`src/aopm_map.svh`:
```
`ifndef AOPM_MAP_SVH
`define AOPM_MAP_SVH
// Register indices on the plain port
`define AOPM_REG_CONFIG      4'h0
`define AOPM_REG_STATUS      4'h1
`define AOPM_REG_RESULT      4'h2
`define AOPM_REG_LEVEL       4'h3
// Configuration word bit positions
`define AOPM_BIT_REFBUF      14
`define AOPM_BIT_CLKOUT      28
`define AOPM_BIT_EXTCLK      29
`define AOPM_CONFIG_RESET    32'h0000_0000
// Variant resolutions
`define AOPM_RES_12          2'h0
`define AOPM_RES_14          2'h1
`define AOPM_RES_16          2'h2
// Buffering
`define AOPM_FIFO_DEPTH      8
`define AOPM_FIFO_WIDTH      16
`define AOPM_SHIFT_BITS      5'h0_F
`endif

```
`src/aopm_pkg.sv`:
```
package aopm_pkg;
  typedef enum logic [1:0] {
    AOPM_IDLE  = 2'b00,
    AOPM_SHIFT = 2'b01
  } aopm_state_type;

  typedef struct packed {
    logic configSourceSelect;
    logic interfaceSelect;
    logic refBufferDisablePin;
    logic pairBSelect;
    logic pairCdOutputSelect;
    logic rangePinIn;
  } aopm_pins_type;

  typedef struct packed {
    logic refBuffersOn;
    logic rangeWide;
    logic extConvClockSelect;
    logic convClockOutputEnable;
    logic serialMode;
  } aopm_mode_type;
endpackage

```
`src/aopm_fifo.sv`:
```
`timescale 1ns/1ns
module aopm_fifo #(
  parameter int WIDTH = 16,
  parameter int DEPTH = 8
) (
  // Clock and reset
  input  wire logic             clk,
  input  wire logic             rst_n,
  // Fill side
  input  wire logic             inValid,
  output logic                  inReady,
  input  wire logic [WIDTH-1:0] inData,
  // Drain side
  output logic                  outValid,
  input  wire logic             outReady,
  output logic      [WIDTH-1:0] outData,
  output logic      [$clog2(DEPTH):0] level
);
  localparam int AW = $clog2(DEPTH);
  logic [WIDTH-1:0] mem [DEPTH];
  logic [AW-1:0]    wrPtr;
  logic [AW-1:0]    rdPtr;
  logic             doWrite;
  logic             doRead;

  assign inReady  = (level != DEPTH[AW:0]);
  assign outValid = (level != '0);
  assign doWrite  = inValid && inReady;
  assign doRead   = outValid && outReady;
  assign outData  = mem[rdPtr];

  always_ff @(posedge clk) begin
    if (doWrite) begin
      mem[wrPtr] <= inData;
    end
  end

  always_ff @(posedge clk) begin
    if (!rst_n) begin
      wrPtr <= '0;
      rdPtr <= '0;
      level <= '0;
    end else begin
      if (doWrite) begin
        wrPtr <= AW'(wrPtr + 1'b1);
      end
      if (doRead) begin
        rdPtr <= AW'(rdPtr + 1'b1);
      end
      level <= (AW+1)'(level + {{AW{1'b0}}, doWrite} - {{AW{1'b0}}, doRead});
    end
  end
endmodule

```
`src/aopm_top.sv`:
```
// Function
// 12-bit variant: MSB on bus bit 11, bits 12..15 copy it.
// 14-bit variant: MSB on bus bit 13, bits 14..15 copy it.
// 16-bit variant: all sixteen bus bits, bit 15 is MSB.
// Pin control, serial: buffer pin low enables reference buffers, high disables.
// Software control: buffer pin ignored, configuration bit 14 controls buffers.
// First serial output carries A; plus C if CD select 0; all if B too.
// B select 1: second output carries B, plus D when CD select 0.
// Third and fourth outputs carry C and D only when CD select is 1.
// Source pin low: settings from pins; high: from configuration word.
// Interface pin low selects parallel, high selects serial.
// Pin control: range pin low gives four times reference, high twice.
// Software control: bit 29 takes external clock, bit 28 drives internal clock.
// Bus driven only while read strobe and chip select are low.
// B select low: second output disabled, all channels on first output when CD select is 0.
//
// Implementation choices: the strobed register port and the register addresses.
`timescale 1ns/1ns
`include "aopm_map.svh"
module aopm_top
  import aopm_pkg::*;
(
  // Clock and reset
  input  wire logic        clk,
  input  wire logic        rst_n,
  // Mode pins
  input  wire aopm_pins_type pins,
  input  wire logic [1:0]  resolution,
  // Register port
  input  wire logic [3:0]  regAddr,
  input  wire logic [31:0] regWrData,
  input  wire logic        regWrite,
  input  wire logic        regRead,
  output logic      [31:0] regRdData,
  // Conversion results, one channel word each
  input  wire logic        resultValid,
  output logic             resultReady,
  input  wire logic [2:0]  resultChannel,
  input  wire logic [15:0] resultData,
  // Parallel bus
  input  wire logic        readStrobe_n,
  input  wire logic        chipSelect_n,
  output logic      [15:0] parallelBusOut,
  output logic      [15:0] parallelBusOe_n,
  // Serial outputs
  input  wire logic        serialShiftClk,
  output logic             serial_out_first,
  output logic             serial_out_second,
  output logic             serial_out_third,
  output logic             serial_out_fourth,
  // Range pin and conversion clock
  input  wire logic        internalConvClock,
  output logic             rangePinOut,
  output logic             rangePinOe_n,
  output logic             convClock,
  // Resolved mode
  output aopm_mode_type    mode
);
  logic [31:0]      configWord;
  logic             softMode;
  logic             fifoValid;
  logic             fifoReady;
  logic [15:0]      fifoData;
  logic [3:0]       fifoLevel;
  logic [15:0]      extended;
  logic [15:0]      outWord;
  logic [2:0]       outChannel;
  logic [2:0]       chanQueue [8];
  logic [2:0]       chanWr;
  logic [2:0]       chanRd;
  logic [15:0]      shiftReg;
  logic [4:0]       bitCount;
  aopm_state_type   state;
  aopm_state_type   next_state;
  logic             busEnable;
  logic [1:0]       pairSel;
  logic             serialBit;
  logic             pullWord;

  aopm_fifo #(.WIDTH(`AOPM_FIFO_WIDTH), .DEPTH(`AOPM_FIFO_DEPTH)) resultFifo (
    .clk      (clk),
    .rst_n    (rst_n),
    .inValid  (resultValid),
    .inReady  (resultReady),
    .inData   (resultData),
    .outValid (fifoValid),
    .outReady (fifoReady),
    .outData  (fifoData),
    .level    (fifoLevel)
  );

  // Channel tags ride beside the data in a twin queue
  always_ff @(posedge clk) begin
    if (!rst_n) begin
      chanWr <= '0;
      chanRd <= '0;
    end else begin
      if (resultValid && resultReady) begin
        chanQueue[chanWr] <= resultChannel;
        chanWr <= 3'(chanWr + 1'b1);
      end
      if (fifoValid && fifoReady) begin
        chanRd <= 3'(chanRd + 1'b1);
      end
    end
  end

  // Configuration word, written only over the register port
  always_ff @(posedge clk) begin
    if (!rst_n) begin
      configWord <= `AOPM_CONFIG_RESET;
    end else if (regWrite && regAddr == `AOPM_REG_CONFIG) begin
      configWord <= regWrData;
    end
  end

  // Mode resolution
  assign softMode = pins.configSourceSelect;
  always_comb begin
    mode.serialMode = pins.interfaceSelect;
    if (softMode) begin
      mode.refBuffersOn          = configWord[`AOPM_BIT_REFBUF];
      mode.rangeWide             = 1'b0;
      mode.extConvClockSelect    = configWord[`AOPM_BIT_EXTCLK];
      mode.convClockOutputEnable = configWord[`AOPM_BIT_CLKOUT];
    end else begin
      mode.refBuffersOn          = pins.interfaceSelect ? !pins.refBufferDisablePin : 1'b1;
      mode.rangeWide             = !pins.rangePinIn;
      mode.extConvClockSelect    = 1'b0;
      mode.convClockOutputEnable = 1'b0;
    end
  end

  // Range pin doubles as conversion clock in or out
  assign rangePinOut  = internalConvClock;
  assign rangePinOe_n = !(softMode && mode.convClockOutputEnable && !mode.extConvClockSelect);
  assign convClock    = mode.extConvClockSelect ? pins.rangePinIn : internalConvClock;

  // Sign extension by variant
  always_comb begin
    case (resolution)
      `AOPM_RES_12: extended = {{4{fifoData[11]}}, fifoData[11:0]};
      `AOPM_RES_14: extended = {{2{fifoData[13]}}, fifoData[13:0]};
      default:      extended = fifoData;
    endcase
  end

  // Parallel: a word is consumed per clock cycle with read strobe and chip select low; serial: per shift word
  assign busEnable = !mode.serialMode && !readStrobe_n && !chipSelect_n;
  assign pullWord  = mode.serialMode ? (state == AOPM_IDLE) : 1'b0;
  assign fifoReady = pullWord || (!mode.serialMode && busEnable && state == AOPM_IDLE);

  always_ff @(posedge clk) begin
    if (!rst_n) begin
      outWord    <= '0;
      outChannel <= '0;
    end else if (fifoValid && fifoReady) begin
      outWord    <= extended;
      outChannel <= chanQueue[chanRd];
    end
  end

  // Pair A=0..1, B=2..3, C=4..5, D=6..7
  assign pairSel = outChannel[2:1];

  always_comb begin
    case (state)
      AOPM_IDLE:  next_state = (fifoValid && mode.serialMode) ? AOPM_SHIFT : AOPM_IDLE;
      AOPM_SHIFT: next_state = (bitCount == `AOPM_SHIFT_BITS && serialShiftClk) ?
                               AOPM_IDLE : AOPM_SHIFT;
      default:    next_state = AOPM_IDLE;
    endcase
  end

  always_ff @(posedge clk) begin
    if (!rst_n) begin
      state    <= AOPM_IDLE;
      bitCount <= '0;
      shiftReg <= '0;
    end else begin
      state <= next_state;
      if (state == AOPM_IDLE) begin
        bitCount <= '0;
        shiftReg <= extended;
      end else if (serialShiftClk) begin
        bitCount <= 5'(bitCount + 1'b1);
        shiftReg <= {shiftReg[14:0], 1'b0};
      end
    end
  end

  assign serialBit = (state == AOPM_SHIFT) ? shiftReg[15] : 1'b0;

  // Serial routing; parallel bus pins carry the word when not serial
  always_comb begin
    serial_out_first  = 1'b0;
    serial_out_second = 1'b0;
    serial_out_third  = 1'b0;
    serial_out_fourth = 1'b0;
    if (mode.serialMode) begin
      case (pairSel)
        2'b00: serial_out_first = serialBit;
        2'b01: begin
          if (pins.pairBSelect) begin
            serial_out_second = serialBit;
          end else begin
            serial_out_first = serialBit;
          end
        end
        2'b10: begin
          if (pins.pairCdOutputSelect) begin
            serial_out_third = serialBit;
          end else begin
            serial_out_first = serialBit;
          end
        end
        default: begin
          if (pins.pairCdOutputSelect) begin
            serial_out_fourth = serialBit;
          end else if (pins.pairBSelect) begin
            serial_out_second = serialBit;
          end else begin
            serial_out_first = serialBit;
          end
        end
      endcase
    end
  end

  assign parallelBusOut  = outWord;
  assign parallelBusOe_n = {16{!busEnable}};

  // Register reads answer one cycle later; unmapped reads give zero
  always_ff @(posedge clk) begin
    if (!rst_n) begin
      regRdData <= '0;
    end else if (regRead) begin
      case (regAddr)
        `AOPM_REG_CONFIG: regRdData <= configWord;
        `AOPM_REG_STATUS: regRdData <= {27'h000_0000, mode};
        `AOPM_REG_RESULT: regRdData <= {16'h0000, outWord};
        `AOPM_REG_LEVEL:  regRdData <= {28'h000_0000, fifoLevel};
        default:          regRdData <= '0;
      endcase
    end else begin
      regRdData <= '0;
    end
  end
endmodule

```
`config.mk`:
```
export PLATFORM = sky130hd
export DESIGN_NAME = aopm_top
export DESIGN_NICKNAME = d
export VERILOG_FILES = /design/src/aopm_pkg.sv /design/src/aopm_fifo.sv /design/src/aopm_top.sv
export VERILOG_INCLUDE_DIRS = /design/src
export SDC_FILE = /design/constraint.sdc
export NUM_CORES = 1
export LEC_CHECK = 0
export ABC_CLOCK_PERIOD_IN_PS = 3800
export BUFFER_PORTS_ARGS = -buffer_cell sky130_fd_sc_hd__buf_2
export CAP_MARGIN = 15
export CELL_PAD_IN_SITES_DETAIL_PLACEMENT = 1
export CELL_PAD_IN_SITES_GLOBAL_PLACEMENT = 1
export CORE_AREA = 2 2 189 191
export DETAILED_ROUTE_END_ITERATION = 16
export DIE_AREA = 0 0 191 193
export GPL_ROUTABILITY_DRIVEN = 0
export PLACE_DENSITY_LB_ADDON = 0.1
export SLEW_MARGIN = 20
export SYNTH_ARGS = -nofsm -noshare
export SYNTH_HDL_FRONTEND = slang
export SYNTH_SLANG_ARGS = --single-unit
```
`constraint.sdc`:
```
create_clock -name clk -period 3.8 [get_ports clk]
set_input_delay 0.57 -clock clk [delete_from_list [all_inputs] [get_ports clk]]
set_output_delay 0.57 -clock clk [all_outputs]
set_load 0.02 [all_outputs]
```
[Word-level counts from Yosys, hierarchy flattened]
Memory sizes are Yosys's and may differ from the RTL's. A register that Yosys moved wholly into a read port is not among the register bits.
Index checks and enable logic that the tools add are counted.
Storage, ports and cells
  register bits: 119
  RAM bits: 152
  bits of input ports: 72
  word-level logic and storage cells: 93
  memories: 2
Memories
  resultFifo.mem: words 8, bits a word 16, rd ports 1, clocked after memory_dff 1, wr ports 1, line aopm_fifo.sv:20  | logic [WIDTH-1:0] mem [DEPTH];
  chanQueue: words 8, bits a word 3, rd ports 1, clocked after memory_dff 1, wr ports 1, line aopm_top.sv:68  | logic [2:0] chanQueue [8];
Cells by class
  add/subtract/negate cells: 7
  equality and inequality tests: 9
  multiplexer cells: 32
  bitwise operators: 1
  reduce and logical (&&, ||, !) cells: 31
Operators with widths (number)
  $pmux 32 s4: 1
  $mux 16: 2
  $pmux 16 s2: 1
  $mux 1: 22
  $add 3x1->3 const B: 4
  $logic_and 1x1->1: 11
  $logic_not 1->1: 9
  $eq 4x2->1 const B: 2
  $eq 2x1->1 const B: 3
  $logic_not 2->1: 3
  $mux 3: 2
  $add 5x1->5 const B: 1
  $eq 5x4->1 const B: 1
  $add 4x1->4: 1
  $eq 4x1->1 const B: 1
  $logic_not 4->1: 1
  $mux 4: 1
  $ne 4x4->1 const B: 1
  $pmux 1 s2: 2
  $reduce_bool 4->1: 1
  $reduce_or 2->1: 2
  $sub 4x1->4: 1
  $pmux 1 s3: 1
  $reduce_or 3->1: 1
  5 further kinds: 5

[Logic depth before layout (Yosys ltp)]
Gate-level depths: netlist of the first run.
  depth in word-level cells: 9
  depth in mapped cells: 12
  mapped depth without buffers: 11

[Cells and area by module]
From an unflattened synthesis of the first run, not the netlist that was laid out.
Second synthesis, totals
  cell total of the unflattened synthesis: 784
  area, all modules: 10607.7 sq um
By module, submodules not included
  aopm_fifo: times used 1, cells an instance 263, area each 5619.1 sq um, seq. area each 4103.9 sq um
  aopm_top: times used 1, cells an instance 521, area each 4988.5 sq um, seq. area each 2682.6 sq um

[Worst setup path before layout of the first run]
OpenSTA, ideal clock, no wires.
  kind: register -> register
  from: reg resultFifo.level[2]
  to: mem resultFifo.mem[0][0] (enable)
  arrival: 2.718 ns
  slack: 0.652 ns
  cell stages (with the launch flop): 7
  clock period less this slack: 3.148 ns
  path through: dfxtp_1 > inv_1 > ha_1 > or3b_2 > nand2_1 > buf_2 > nor4_1
Between the ends
  word-level cells in the longest chain between the ends: 4
RTL lines
  from (decl): line aopm_fifo.sv:17  | output logic [$clog2(DEPTH):0] level
  from (signal assigned): line aopm_fifo.sv:50  | level <= (AW+1)'(level + {{AW{1'b0}}, doWrite} - {{AW{1'b0}}, doRead});
  $ne 4x4->1: line aopm_fifo.sv:26  | assign inReady = (level != DEPTH[AW:0]);
  net resultReady: line aopm_top.sv:37  | output logic resultReady,
  $logic_and 1x1->1: line aopm_fifo.sv:28  | assign doWrite = inValid && inReady;
  $mux 1: line aopm_fifo.sv:33  | if (doWrite) begin
  $mux 1 (not written as such): line aopm_fifo.sv:34  | mem[wrPtr] <= inData;
  to (decl): line aopm_fifo.sv:20
The timed path passes the listed nets, and every way through them passes these cells.

[Worst setup path in the final report of the first run]
  from: reg resultFifo.level[2]
  to: reg resultFifo.level[2]
Between the ends
  word-level cells in the longest chain between the ends: 4
  elaborated cells on any way between the ends: 6
RTL lines
  $ne 4x4->1: line aopm_fifo.sv:26
  $logic_and 1x1->1: line aopm_fifo.sv:28
  net resultFifo.doWrite: line aopm_fifo.sv:23  | logic doWrite;
  $add 4x1->4: line aopm_fifo.sv:50
  $sub 4x1->4: line aopm_fifo.sv:50
The timed path passes the listed nets, and every way through them passes these cells.
A chain may end at the register's enable or synchronous reset.

==> run_results.csv, run 1 <==
group,metric,value,unit
yosys,netlist_instances,782,
placement,numPortBuffers,147,
setup_path,critPathMaxFanout,13,
finish,design_area,0.0127,mm²
setup_path,max_stage_delay,520,ps
cts,clk_pin_slew,60,ps
finish,fin_cells,1407,
detailed_routing,routed-via-count,6521,
setup_path,slowest_stage,"or3b_2",
run_status,status,"finished clean",
die,dieHeight,193,µm
pwr,power.density,628,mW/mm²
cts,cts_resized,0,
cts,cts_tree,"done",
yosys,synth_edf_count,144,
setup_path,reg2reg_from,"resultFifo.level[2]",
cts,cts_hold_buf,0,
die,initial_utilization,30.4,%
die,die_w,191,µm
pwr,peakVddDrop,0.357,mV
placement,dp_slack,1140,ps
cts,numCtsBuffers,31,
global_route,grt_pass1_vias,6770,
sta,drv_slew,0,
finish,diodes,0,
detailed_routing,drt_drc_violations_left,0,
finish,utilization,36.4,%
yosys,ys_seq_elements,267,
die,dieArea,0.0369,mm²
setup_path,cp-end-kind,"register",
sta,rsz0062_at_grt,"false",
yosys,yosys_warnings,0,
detailed_routing,drtPass1Iterations,4,
detailed_routing,vias_per_cell,4.63,
flow_run,maxCapViolations,0,
cts,htree_levels,1,
setup_path,critical_path_required,4250,ps
cts,cts_num_sinks,267,
pwr,finalPower,8.01,mW
sta,tns,0,ps
sta,worst_pin_slew,759,ps
yosys,synthArstFlopShare,0,%
finish,final_nets,1005,
die,core_area,0.0350,mm²
yosys,ys_seq_area_share,63.8,%
yosys,synthFlopType,"edfxtp_1",
detailed_routing,ant_nets,0,
global_route,antenna_found_initial,1,
finish,final_common_cell,"buf_2",
finish,drive_gt1_share,28.1,%
yosys,synth_top_area_share,40.6,%
setup_path,crit_type,"register to register",
sta,relSlewSlack,49.4,%
placement,post-dp-hpwl,17700,µm
sta,fin_ws,1160,ps
die,row_count,69,
sta,max_freq,0.379,GHz
placement,place_area,0.0118,mm²
sta,fin_skew,17.9,ps
sta,whs,236,ps
detailed_routing,wire_per_inst,18.7,µm
yosys,syn_nets,866,
setup_path,crit_path_end,"resultFifo.level[2]",
cts,root_buffer,"clkbuf_16",
cts,cts_setup_buffers,0,
sta,hold_viol_final,0,
global_route,grt_use_total,14.3,%
finish,area_delta_synth_final,19.7,%
detailed_routing,first_iter_violations,268,
sta,period_share,69.4,%
cts,clockBufferDepth,3,
setup_path,cp.arrival,3090,ps
setup_path,r2r_setup_slack,1160,ps
pwr,power_leakage,4.78,nW
worst_hold_path,min_path_type,"primary input to register",
sta,report.final.setup_viol,0,
finish,mostFrequentLayoutCells,"147 x buf_2, 144 x edfxtp_1, 122 x dfxtp_1, 117 x nand2_1, 34 x and2_1",
yosys,syn_area_per_cell,13.6,µm²
setup_path,path_cells,"inv_1 > ha_1 > or3b_2 > nand2_1 > buf_4 > inv_1 > ha_1 > fa_1 > xor2_1 > and2_1",
setup_path,reg2regPathDepth,10,
placement,dp.cells,1349,
detailed_routing,drt-total-wl,26400,µm
yosys,ys_types,52,
global_route,grt_start_max_net_pins,47,
die,ios,149,
setup_path,reg2reg_to,"resultFifo.level[2]",
yosys,ys_top_cells_by_area,"edfxtp_1 41%, dfxtp_1 23%, mux4_2 6.8%, nand2_1 4.1%, mux2i_1 3.1%",
setup_path,startpoint,"resultFifo.level[2]",
setup_path,start_kind,"register",
global_route,grt_pass1_wl,40300,µm
yosys,synth_area,0.0106,mm²
yosys,synth_top_area_cell,"edfxtp_1",
global_route,globalRouteOverflowTotal,0,
cts,insertion_delay,570,ps
sta,period_needed,2640,ps
## area by class of cell
cell class                      count  area, µm²
Multi-Input combinational cell    443       3470
Inverter                            8       30.0
Clock buffer                       49        863
Clock inverter                      9       60.1
Sequential cell                   267       6790
Tap cell                          461        577
Fill cell                        3717      22200
Timing Repair Buffer              170        946
## cells in the mapped netlist, drive strengths merged (2+ instances only)
cell type,instances
edfxtp,144
dfxtp,123
nand2,117
buf,39
mux4,35
a21boi,34
and2,34
mux2i,33
nor2,26
clkbuf,25
mux2,15
o211a,14
a22oi,13
nor2b,12
and3,11
ha,11
nor3,10
o21ai,9
inv,8
nand2b,8
a21oi,7
a31oi,7
nand3,7
xor2,7
xnor2,6
nor4,5
nand3b,4
a21o,2
a32oi,2
nand4,2
or3b,2
## cell families after synthesis
| family | count (synthesis) | synth area share, % |
|---|---|---|
| adder cells (fa/ha/maj) | 12 | 1.48 |
| flip-flops | 267 | 63.8 |
| XOR/XNOR | 13 | 1.07 |
| multiplexers | 83 | 12.3 |
| AND/OR/NAND/NOR | 242 | 11.0 |
| buffers and inverters | 72 | 3.85 |
| AO/OA/AOI/OAI | 93 | 6.54 |
## how the worst min path moves through the flow
stage / startpoint / end / slack [ps] / cells after the start
final: regWrData[16] / configWord[16] / 240 / 3
after global routing: regWrData[9] / configWord[9] / 230 / 3
after CTS: regWrData[16] / configWord[16] / 220 / 3
after detailed placement: configWord[23] / regRdData[23] / 440 / 1
after global placement: configWord[23] / regRdData[23] / 440 / 1
after floorplan: configWord[16] / regRdData[16] / 430 / 1
## flip-flops by register name, indices dropped and copies added, names as in the netlist, 2 cells and up, named ones only
| signal | cells |
|---|---|
| resultFifo.level | 4 |
| chanQueue | 16 |
| parallelBusOut | 16 |
| chanRd | 3 |
| bitCount | 5 |
| chanWr | 3 |
| regRdData | 32 |
| resultFifo.rdPtr | 3 |
| outChannel | 2 |
| configWord | 32 |
| resultFifo.mem | 128 |
| resultFifo.wrPtr | 3 |
| shiftReg | 16 |
## where the power goes
| part | switching [mW] | leakage, nW | internal (mW) | total [mW] |
|---|---|---|---|---|
| logic | 0.881 | 2.03 | 0.786 | 1.67 |
| registers | 0.282 | 2.31 | 3.33 | 3.61 |
| clock network | 1.17 | 0.448 | 1.55 | 2.73 |
| total | 2.33 | 4.78 | 5.67 | 8.01 |
## critical path, delay by kind of cell (launching register included)
family | cells | cell delay, ps
adder cells (fa/ha/maj) | 3 | 790
flip-flops | 1 | 310
AND/OR/NAND/NOR | 3 | 770
XOR/XNOR | 1 | 160
buffers and inverters | 3 | 490
## metal layers
layer	track usage [%]	wire, µm	up-vias
met5	0	13	-
met4	3.88	667	2
met3	2.28	1020	45
met2	24.8	12800	134
met1	18.5	11900	3238
li1	-	-	3102
No activity file was read; power rests on OpenSTA's default activity.
==> run 2: changes to the inputs <==
Settings changed: ABC_CLOCK_PERIOD_IN_PS 3800 to 2300.
Clock period 3.8 ns to 2.3 ns, I/O delays scaled along.
==> run_results.csv, run 2 (synthesis gave the netlist of run 1 again) <==
group,metric,value,unit
placement,post-dp-hpwl,17700,µm
die,ios,149,
cts,insertion_delay,550,ps
pwr,power_leakage,4.90,nW
flow_run,maxCapViolations,0,
pwr,combPwrFrac,22.2,%
worst_hold_path,worstHoldStart,"regWrData[16]",
sta,rsz0062_at_grt,"false",
sta,relSlewSlack,63.2,%
global_route,grt_pass1_wl,40200,µm
sta,report.final.setup_viol,0,
setup_path,max_stage_delay,370,ps
cts,cts_tree,"done",
finish,largestRegisters,"resultFifo.mem (128), configWord (32), regRdData (32)",
sta,period_share,96.5,%
global_route,globalRouteOverflowTotal,0,
run_status,status,"finished clean",
detailed_routing,first_iter_violations,278,
detailed_routing,routed-via-count,6493,
setup_path,path_cells,"inv_2 > ha_1 > or3b_4 > and3_4 > nand2b_4 > nand2_1 > ha_1 > fa_2 > xor2_1 > and2_1",
setup_path,crit_type,"register to register",
pwr,seqPwrFrac,43.5,%
sta,worst_pin_slew,551,ps
finish,top_register,"resultFifo.mem",
die,row_count,69,
sta,tns,0,ps
setup_path,r2r_setup_slack,80,ps
pwr,power.share.switching,28.4,%
die,dieHeight,193,µm
global_route,grt_use_total,14.3,%
sta,fin_skew,7.04,ps
worst_hold_path,holdPathEnd,"configWord[16]",
placement,dp_slack,50.0,ps
pwr,power.switching,3.84,mW
finish,final_common_cell,"buf_2",
detailed_routing,wire_per_inst,18.5,µm
pwr,p_int,9.70,mW
sta,fin_ws,81.0,ps
finish,mostFrequentLayoutCells,"147 x buf_2, 144 x edfxtp_1, 122 x dfxtp_1, 116 x nand2_1, 36 x buf_4",
setup_path,startpoint,"resultFifo.level[2]",
sta,max_freq,0.451,GHz
detailed_routing,drt-total-wl,26200,µm
setup_path,critPathMaxFanout,3,
sta,drv_slew,0,
finish,area_delta_synth_final,21.5,%
finish,final_nets,1021,
detailed_routing,vias_per_cell,4.58,
cts,htree_levels,1,
setup_path,reg2reg_to,"resultFifo.level[2]",
setup_path,cp.arrival,2670,ps
setup_path,cp-end-kind,"register",
cts,cts_num_sinks,267,
finish,largest_register_ffs,128,
global_route,antenna_found_initial,0,
finish,drive_gt1_share,30.7,%
detailed_routing,ant_nets,0,
setup_path,reg2reg_from,"resultFifo.level[2]",
setup_path,crit_top_cell,"ha_1",
die,initial_utilization,30.4,%
setup_path,path_buf_inv,1,
cts,numCtsBuffers,30,
setup_path,critical_path.top_delay_family,"simple AND/OR/NAND/NOR gates",
pwr,peakVddDrop,0.602,mV
worst_hold_path,min_path_type,"primary input to register",
placement,numPortBuffers,147,
global_route,grt_start_max_net_pins,71,
detailed_routing,drtPass1Iterations,4,
worst_hold_path,worstHoldPathCells,3,
setup_path,start_kind,"register",
sta,period_needed,2220,ps
finish,diodes,0,
cts,root_buffer,"clkbuf_16",
setup_path,slowest_stage,"or3b_4",
detailed_routing,drt_drc_violations_left,0,
pwr,pwr-share-clk,34.3,%
global_route,grt_pass1_vias,6789,
pwr,power.density,1050,mW/mm²
cts,clk_pin_slew,60,ps
sta,whs,29.0,ps
setup_path,reg2regPathDepth,10,
die,dieArea,0.0369,mm²
setup_path,critical_path_required,2750,ps
cts,clockBufferDepth,3,
sta,hold_viol_final,0,
pwr,finalPower,13.5,mW
die,die_w,191,µm
die,core_area,0.0350,mm²
setup_path,crit_cells,10,
run 2: worst max path at each step:
| stage | endpoint | slack, ps |
|---|---|---|
| 3_3_place_gp | resultFifo.level[2] | 70 |
| 6_report | resultFifo.level[2] | 80 |
| 2_1_floorplan | resultFifo.mem[1][0] | -400 |
| 4_1_cts | resultFifo.level[2] | 40 |
| 3_5_place_dp | resultFifo.level[2] | 50 |
| 5_1_grt | resultFifo.level[2] | 9 |
run 2: metrics by stage:
step | instance area (µm²) | utilization [%] | cells
after floorplan | 10700 | - | 782
after global routing | 12900 | 37.0 | 1419
after detailed placement | 12000 | 34.2 | 1365
final | 12900 | 37.0 | 1419
after global placement | 12000 | 34.2 | 1365
after CTS | 12900 | 36.9 | 1419
run 2: what timing repair did:
action / 4_1_cts / 5_1_grt
endpoints found under the setup margin: 1 / 2
buffers inserted: 0 / 0
gates resized for setup: 1 / 3
gates cloned: 0 / 0
hold buffers: 1 / 0
hold endpoints to repair: 1 / 0
run 2: worst reg2reg max path, stage by stage (launching register included):
cell      delay, ps
dfxtp_1         310
inv_2            80
ha_1            130
or3b_4          370
and3_4          200
nand2b_4         80
nand2_1          60
ha_1            210
fa_2            360
xor2_1          160
and2_1          150
run 2: cell type report:
type / instances / area, µm²
Clock inverter: 18 / 160
Tap cell: 461 / 577
Sequential cell: 267 / 6790
Timing Repair Buffer: 187 / 1070
Fill cell: 3721 / 22000
Inverter: 8 / 30.0
Clock buffer: 35 / 791
Multi-Input combinational cell: 443 / 3510
run 2: per-layer routing:
layer  track usage, %  up-vias  routed length, µm
li1                 -     3121                  -
met1             18.5     3198              11900
met2             24.9      137              12700
met3             2.12       37               1060
met4             4.00        0                603
met5                0        -                  0
run 2: power groups by stage:
| stage | registers, mW | clock network [mW] | logic, mW |
|---|---|---|---|
| finish | 5.89 | 4.65 | 3.01 |
| global route | 5.96 | 5.00 | 3.36 |
| CTS | 5.91 | 4.82 | 3.10 |
| detailed placement | 6.01 | 0 | 3.08 |
| global placement | 5.99 | 0 | 3.04 |
| floorplan | 5.93 | 0 | 2.09 |
==> run 3: changes to the inputs <==
Settings changed: RECOVER_POWER set to 100, SETUP_SLACK_MARGIN set to 0.2.
==> run_results.csv, run 3 (synthesis gave the netlist of run 1 again) <==
group,metric,value,unit
finish,register_area,0.00679,mm²
die,dieArea,0.0369,mm²
detailed_routing,first_iter_violations,319,
setup_path,reg2reg_to,"resultFifo.level[2]",
global_route,grt_start_max_net_pins,55,
setup_path,cp-end-kind,"register",
sta,period_needed,2130,ps
die,initial_utilization,30.4,%
worst_hold_path,min_path_type,"primary input to register",
setup_path,path_buf_inv,1,
setup_path,start_kind,"register",
setup_path,slowest_stage,"or3b_4",
flow_run,maxCapViolations,0,
cts,numCtsBuffers,31,
detailed_routing,vias_per_cell,4.62,
global_route,grt_pass1_vias,6723,
worst_hold_path,worstHoldPathCells,3,
cts,htree_levels,1,
sta,worst_pin_slew,664,ps
cts,cts_hold_buf,0,
global_route,antenna_found_initial,0,
pwr,power.density,1060,mW/mm²
sta,report.final.setup_viol,0,
finish,final_common_cell,"edfxtp_1",
global_route,globalRouteOverflowTotal,0,
cts,cts_num_sinks,267,
finish,top_register,"resultFifo.mem",
detailed_routing,drt-total-wl,26600,µm
setup_path,path_cells,"inv_4 > ha_4 > or3b_4 > and3_1 > nand2b_4 > nand2_4 > ha_4 > fa_2 > xor2_1 > and2_1",
sta,hold_viol_final,0,
setup_path,reg2regPathDepth,10,
finish,largest_register_ffs,128,
finish,fill_cells,3756,
pwr,peakVddDrop,0.680,mV
global_route,grt_use_total,14.4,%
setup_path,critical_path.top_delay_family,"simple AND/OR/NAND/NOR gates",
setup_path,critPathMaxFanout,3,
die,row_count,69,
cts,insertion_delay,560,ps
setup_path,reg2reg_from,"resultFifo.level[2]",
setup_path,startpoint,"resultFifo.level[2]",
sta,period_share,92.6,%
placement,dp.cells,1359,
finish,final_nets,1019,
sta,relSlewSlack,55.3,%
detailed_routing,drt_drc_violations_left,0,
setup_path,crit_type,"register to register",
run_status,status,"finished clean",
sta,max_freq,0.470,GHz
detailed_routing,ant_nets,0,
finish,area_delta_synth_final,21.9,%
detailed_routing,drtPass1Iterations,4,
finish,drive_gt1_share,20.6,%
finish,largestRegisters,"resultFifo.mem (128), configWord (32), regRdData (32)",
cts,root_buffer,"clkbuf_16",
setup_path,critical_path_required,2740,ps
pwr,power_leakage,4.54,nW
finish,multi_input_area,0.00357,mm²
detailed_routing,routed-via-count,6568,
die,ios,149,
cts,clk_pin_slew,60,ps
setup_path,cp.arrival,2570,ps
cts,cts_tree,"done",
setup_path,crit_top_cell,"ha_4",
worst_hold_path,holdPathEnd,"configWord[13]",
finish,fin_cells,1421,
sta,whs,25.5,ps
detailed_routing,wire_per_inst,18.7,µm
die,core_area,0.0350,mm²
die,dieHeight,193,µm
setup_path,r2r_setup_slack,170,ps
placement,post-dp-hpwl,17800,µm
sta,drv_slew,0,
die,die_w,191,µm
finish,mostFrequentLayoutCells,"144 x edfxtp_1, 121 x dfxtp_1, 115 x nand2_1, 103 x clkbuf_1, 51 x buf_2",
setup_path,max_stage_delay,360,ps
sta,rsz0062_at_grt,"true",
global_route,grt_pass1_wl,40400,µm
cts,clockBufferDepth,3,
placement,numPortBuffers,147,
worst_hold_path,worstHoldStart,"regWrData[13]",
finish,diodes,0,
sta,fin_skew,14.3,ps
sta,tns,0,ps
==> run 3: what timing repair did <==
item,in CTS,in global routing
pin swaps,1,6
setup endpoints to repair,8,77
resized for setup,7,20
buffers inserted,3,1
==> run 3: how the worst max path moves through the flow <==
stage                           end  slack, ps  cells past startpoint
2_1_floorplan  resultFifo.mem[5][0]         30                      7
4_1_cts         resultFifo.level[2]        170                     10
5_1_grt         resultFifo.level[2]         60                     10
3_3_place_gp    resultFifo.level[2]        130                     10
6_report        resultFifo.level[2]        170                     10
3_5_place_dp    resultFifo.level[2]        120                     10
==> run 3: metal layers <==
metal,GRT usage (%),wire length (µm),part of all wire (%)
met5,0,0,0
met1,18.9,11900,45
met4,3.61,579,2.2
met3,2.32,1190,4.5
met2,24.9,13000,49
==> run 3: tightest hold or removal path: cells and delay by family <==
kind / cells / cell delay [ps]
buffers and inverters: 1 / 100
AO/OA/AOI/OAI: 1 / 50
AND/OR/NAND/NOR: 1 / 50
==> run 3: per-stage QoR <==
| stage | power, mW | utilization [%] | cell area (µm²) | setup WS (ps) |
|---|---|---|---|---|
| 4_1_cts | 14.1 | 37.5 | 13100 | 174 |
| 6_report | 13.8 | 37.1 | 13000 | 171 |
| 2_1_floorplan | 8.09 | - | 10700 | 25.3 |
| 5_1_grt | 14.6 | 37.1 | 13000 | 55.5 |
| 3_3_place_gp | 9.03 | 34.5 | 12100 | 126 |
| 3_5_place_dp | 9.08 | 34.5 | 12100 | 117 |
==> run 3: layout make-up <==
type / instances / area share (%)
Sequential cell: 267 / 52.4
Multi-Input combinational cell: 443 / 27.5
Timing Repair Buffer: 184 / 7.53
Clock buffer: 33 / 6.04
Tap cell: 461 / 4.45
Clock inverter: 25 / 1.81
Inverter: 8 / 0.251
==> run 3: power by group <==
part	internal, mW	total (mW)	switching, mW
sequential	5.51	5.89	0.387
combinational	1.39	3.01	1.62
clock	2.91	4.87	1.96
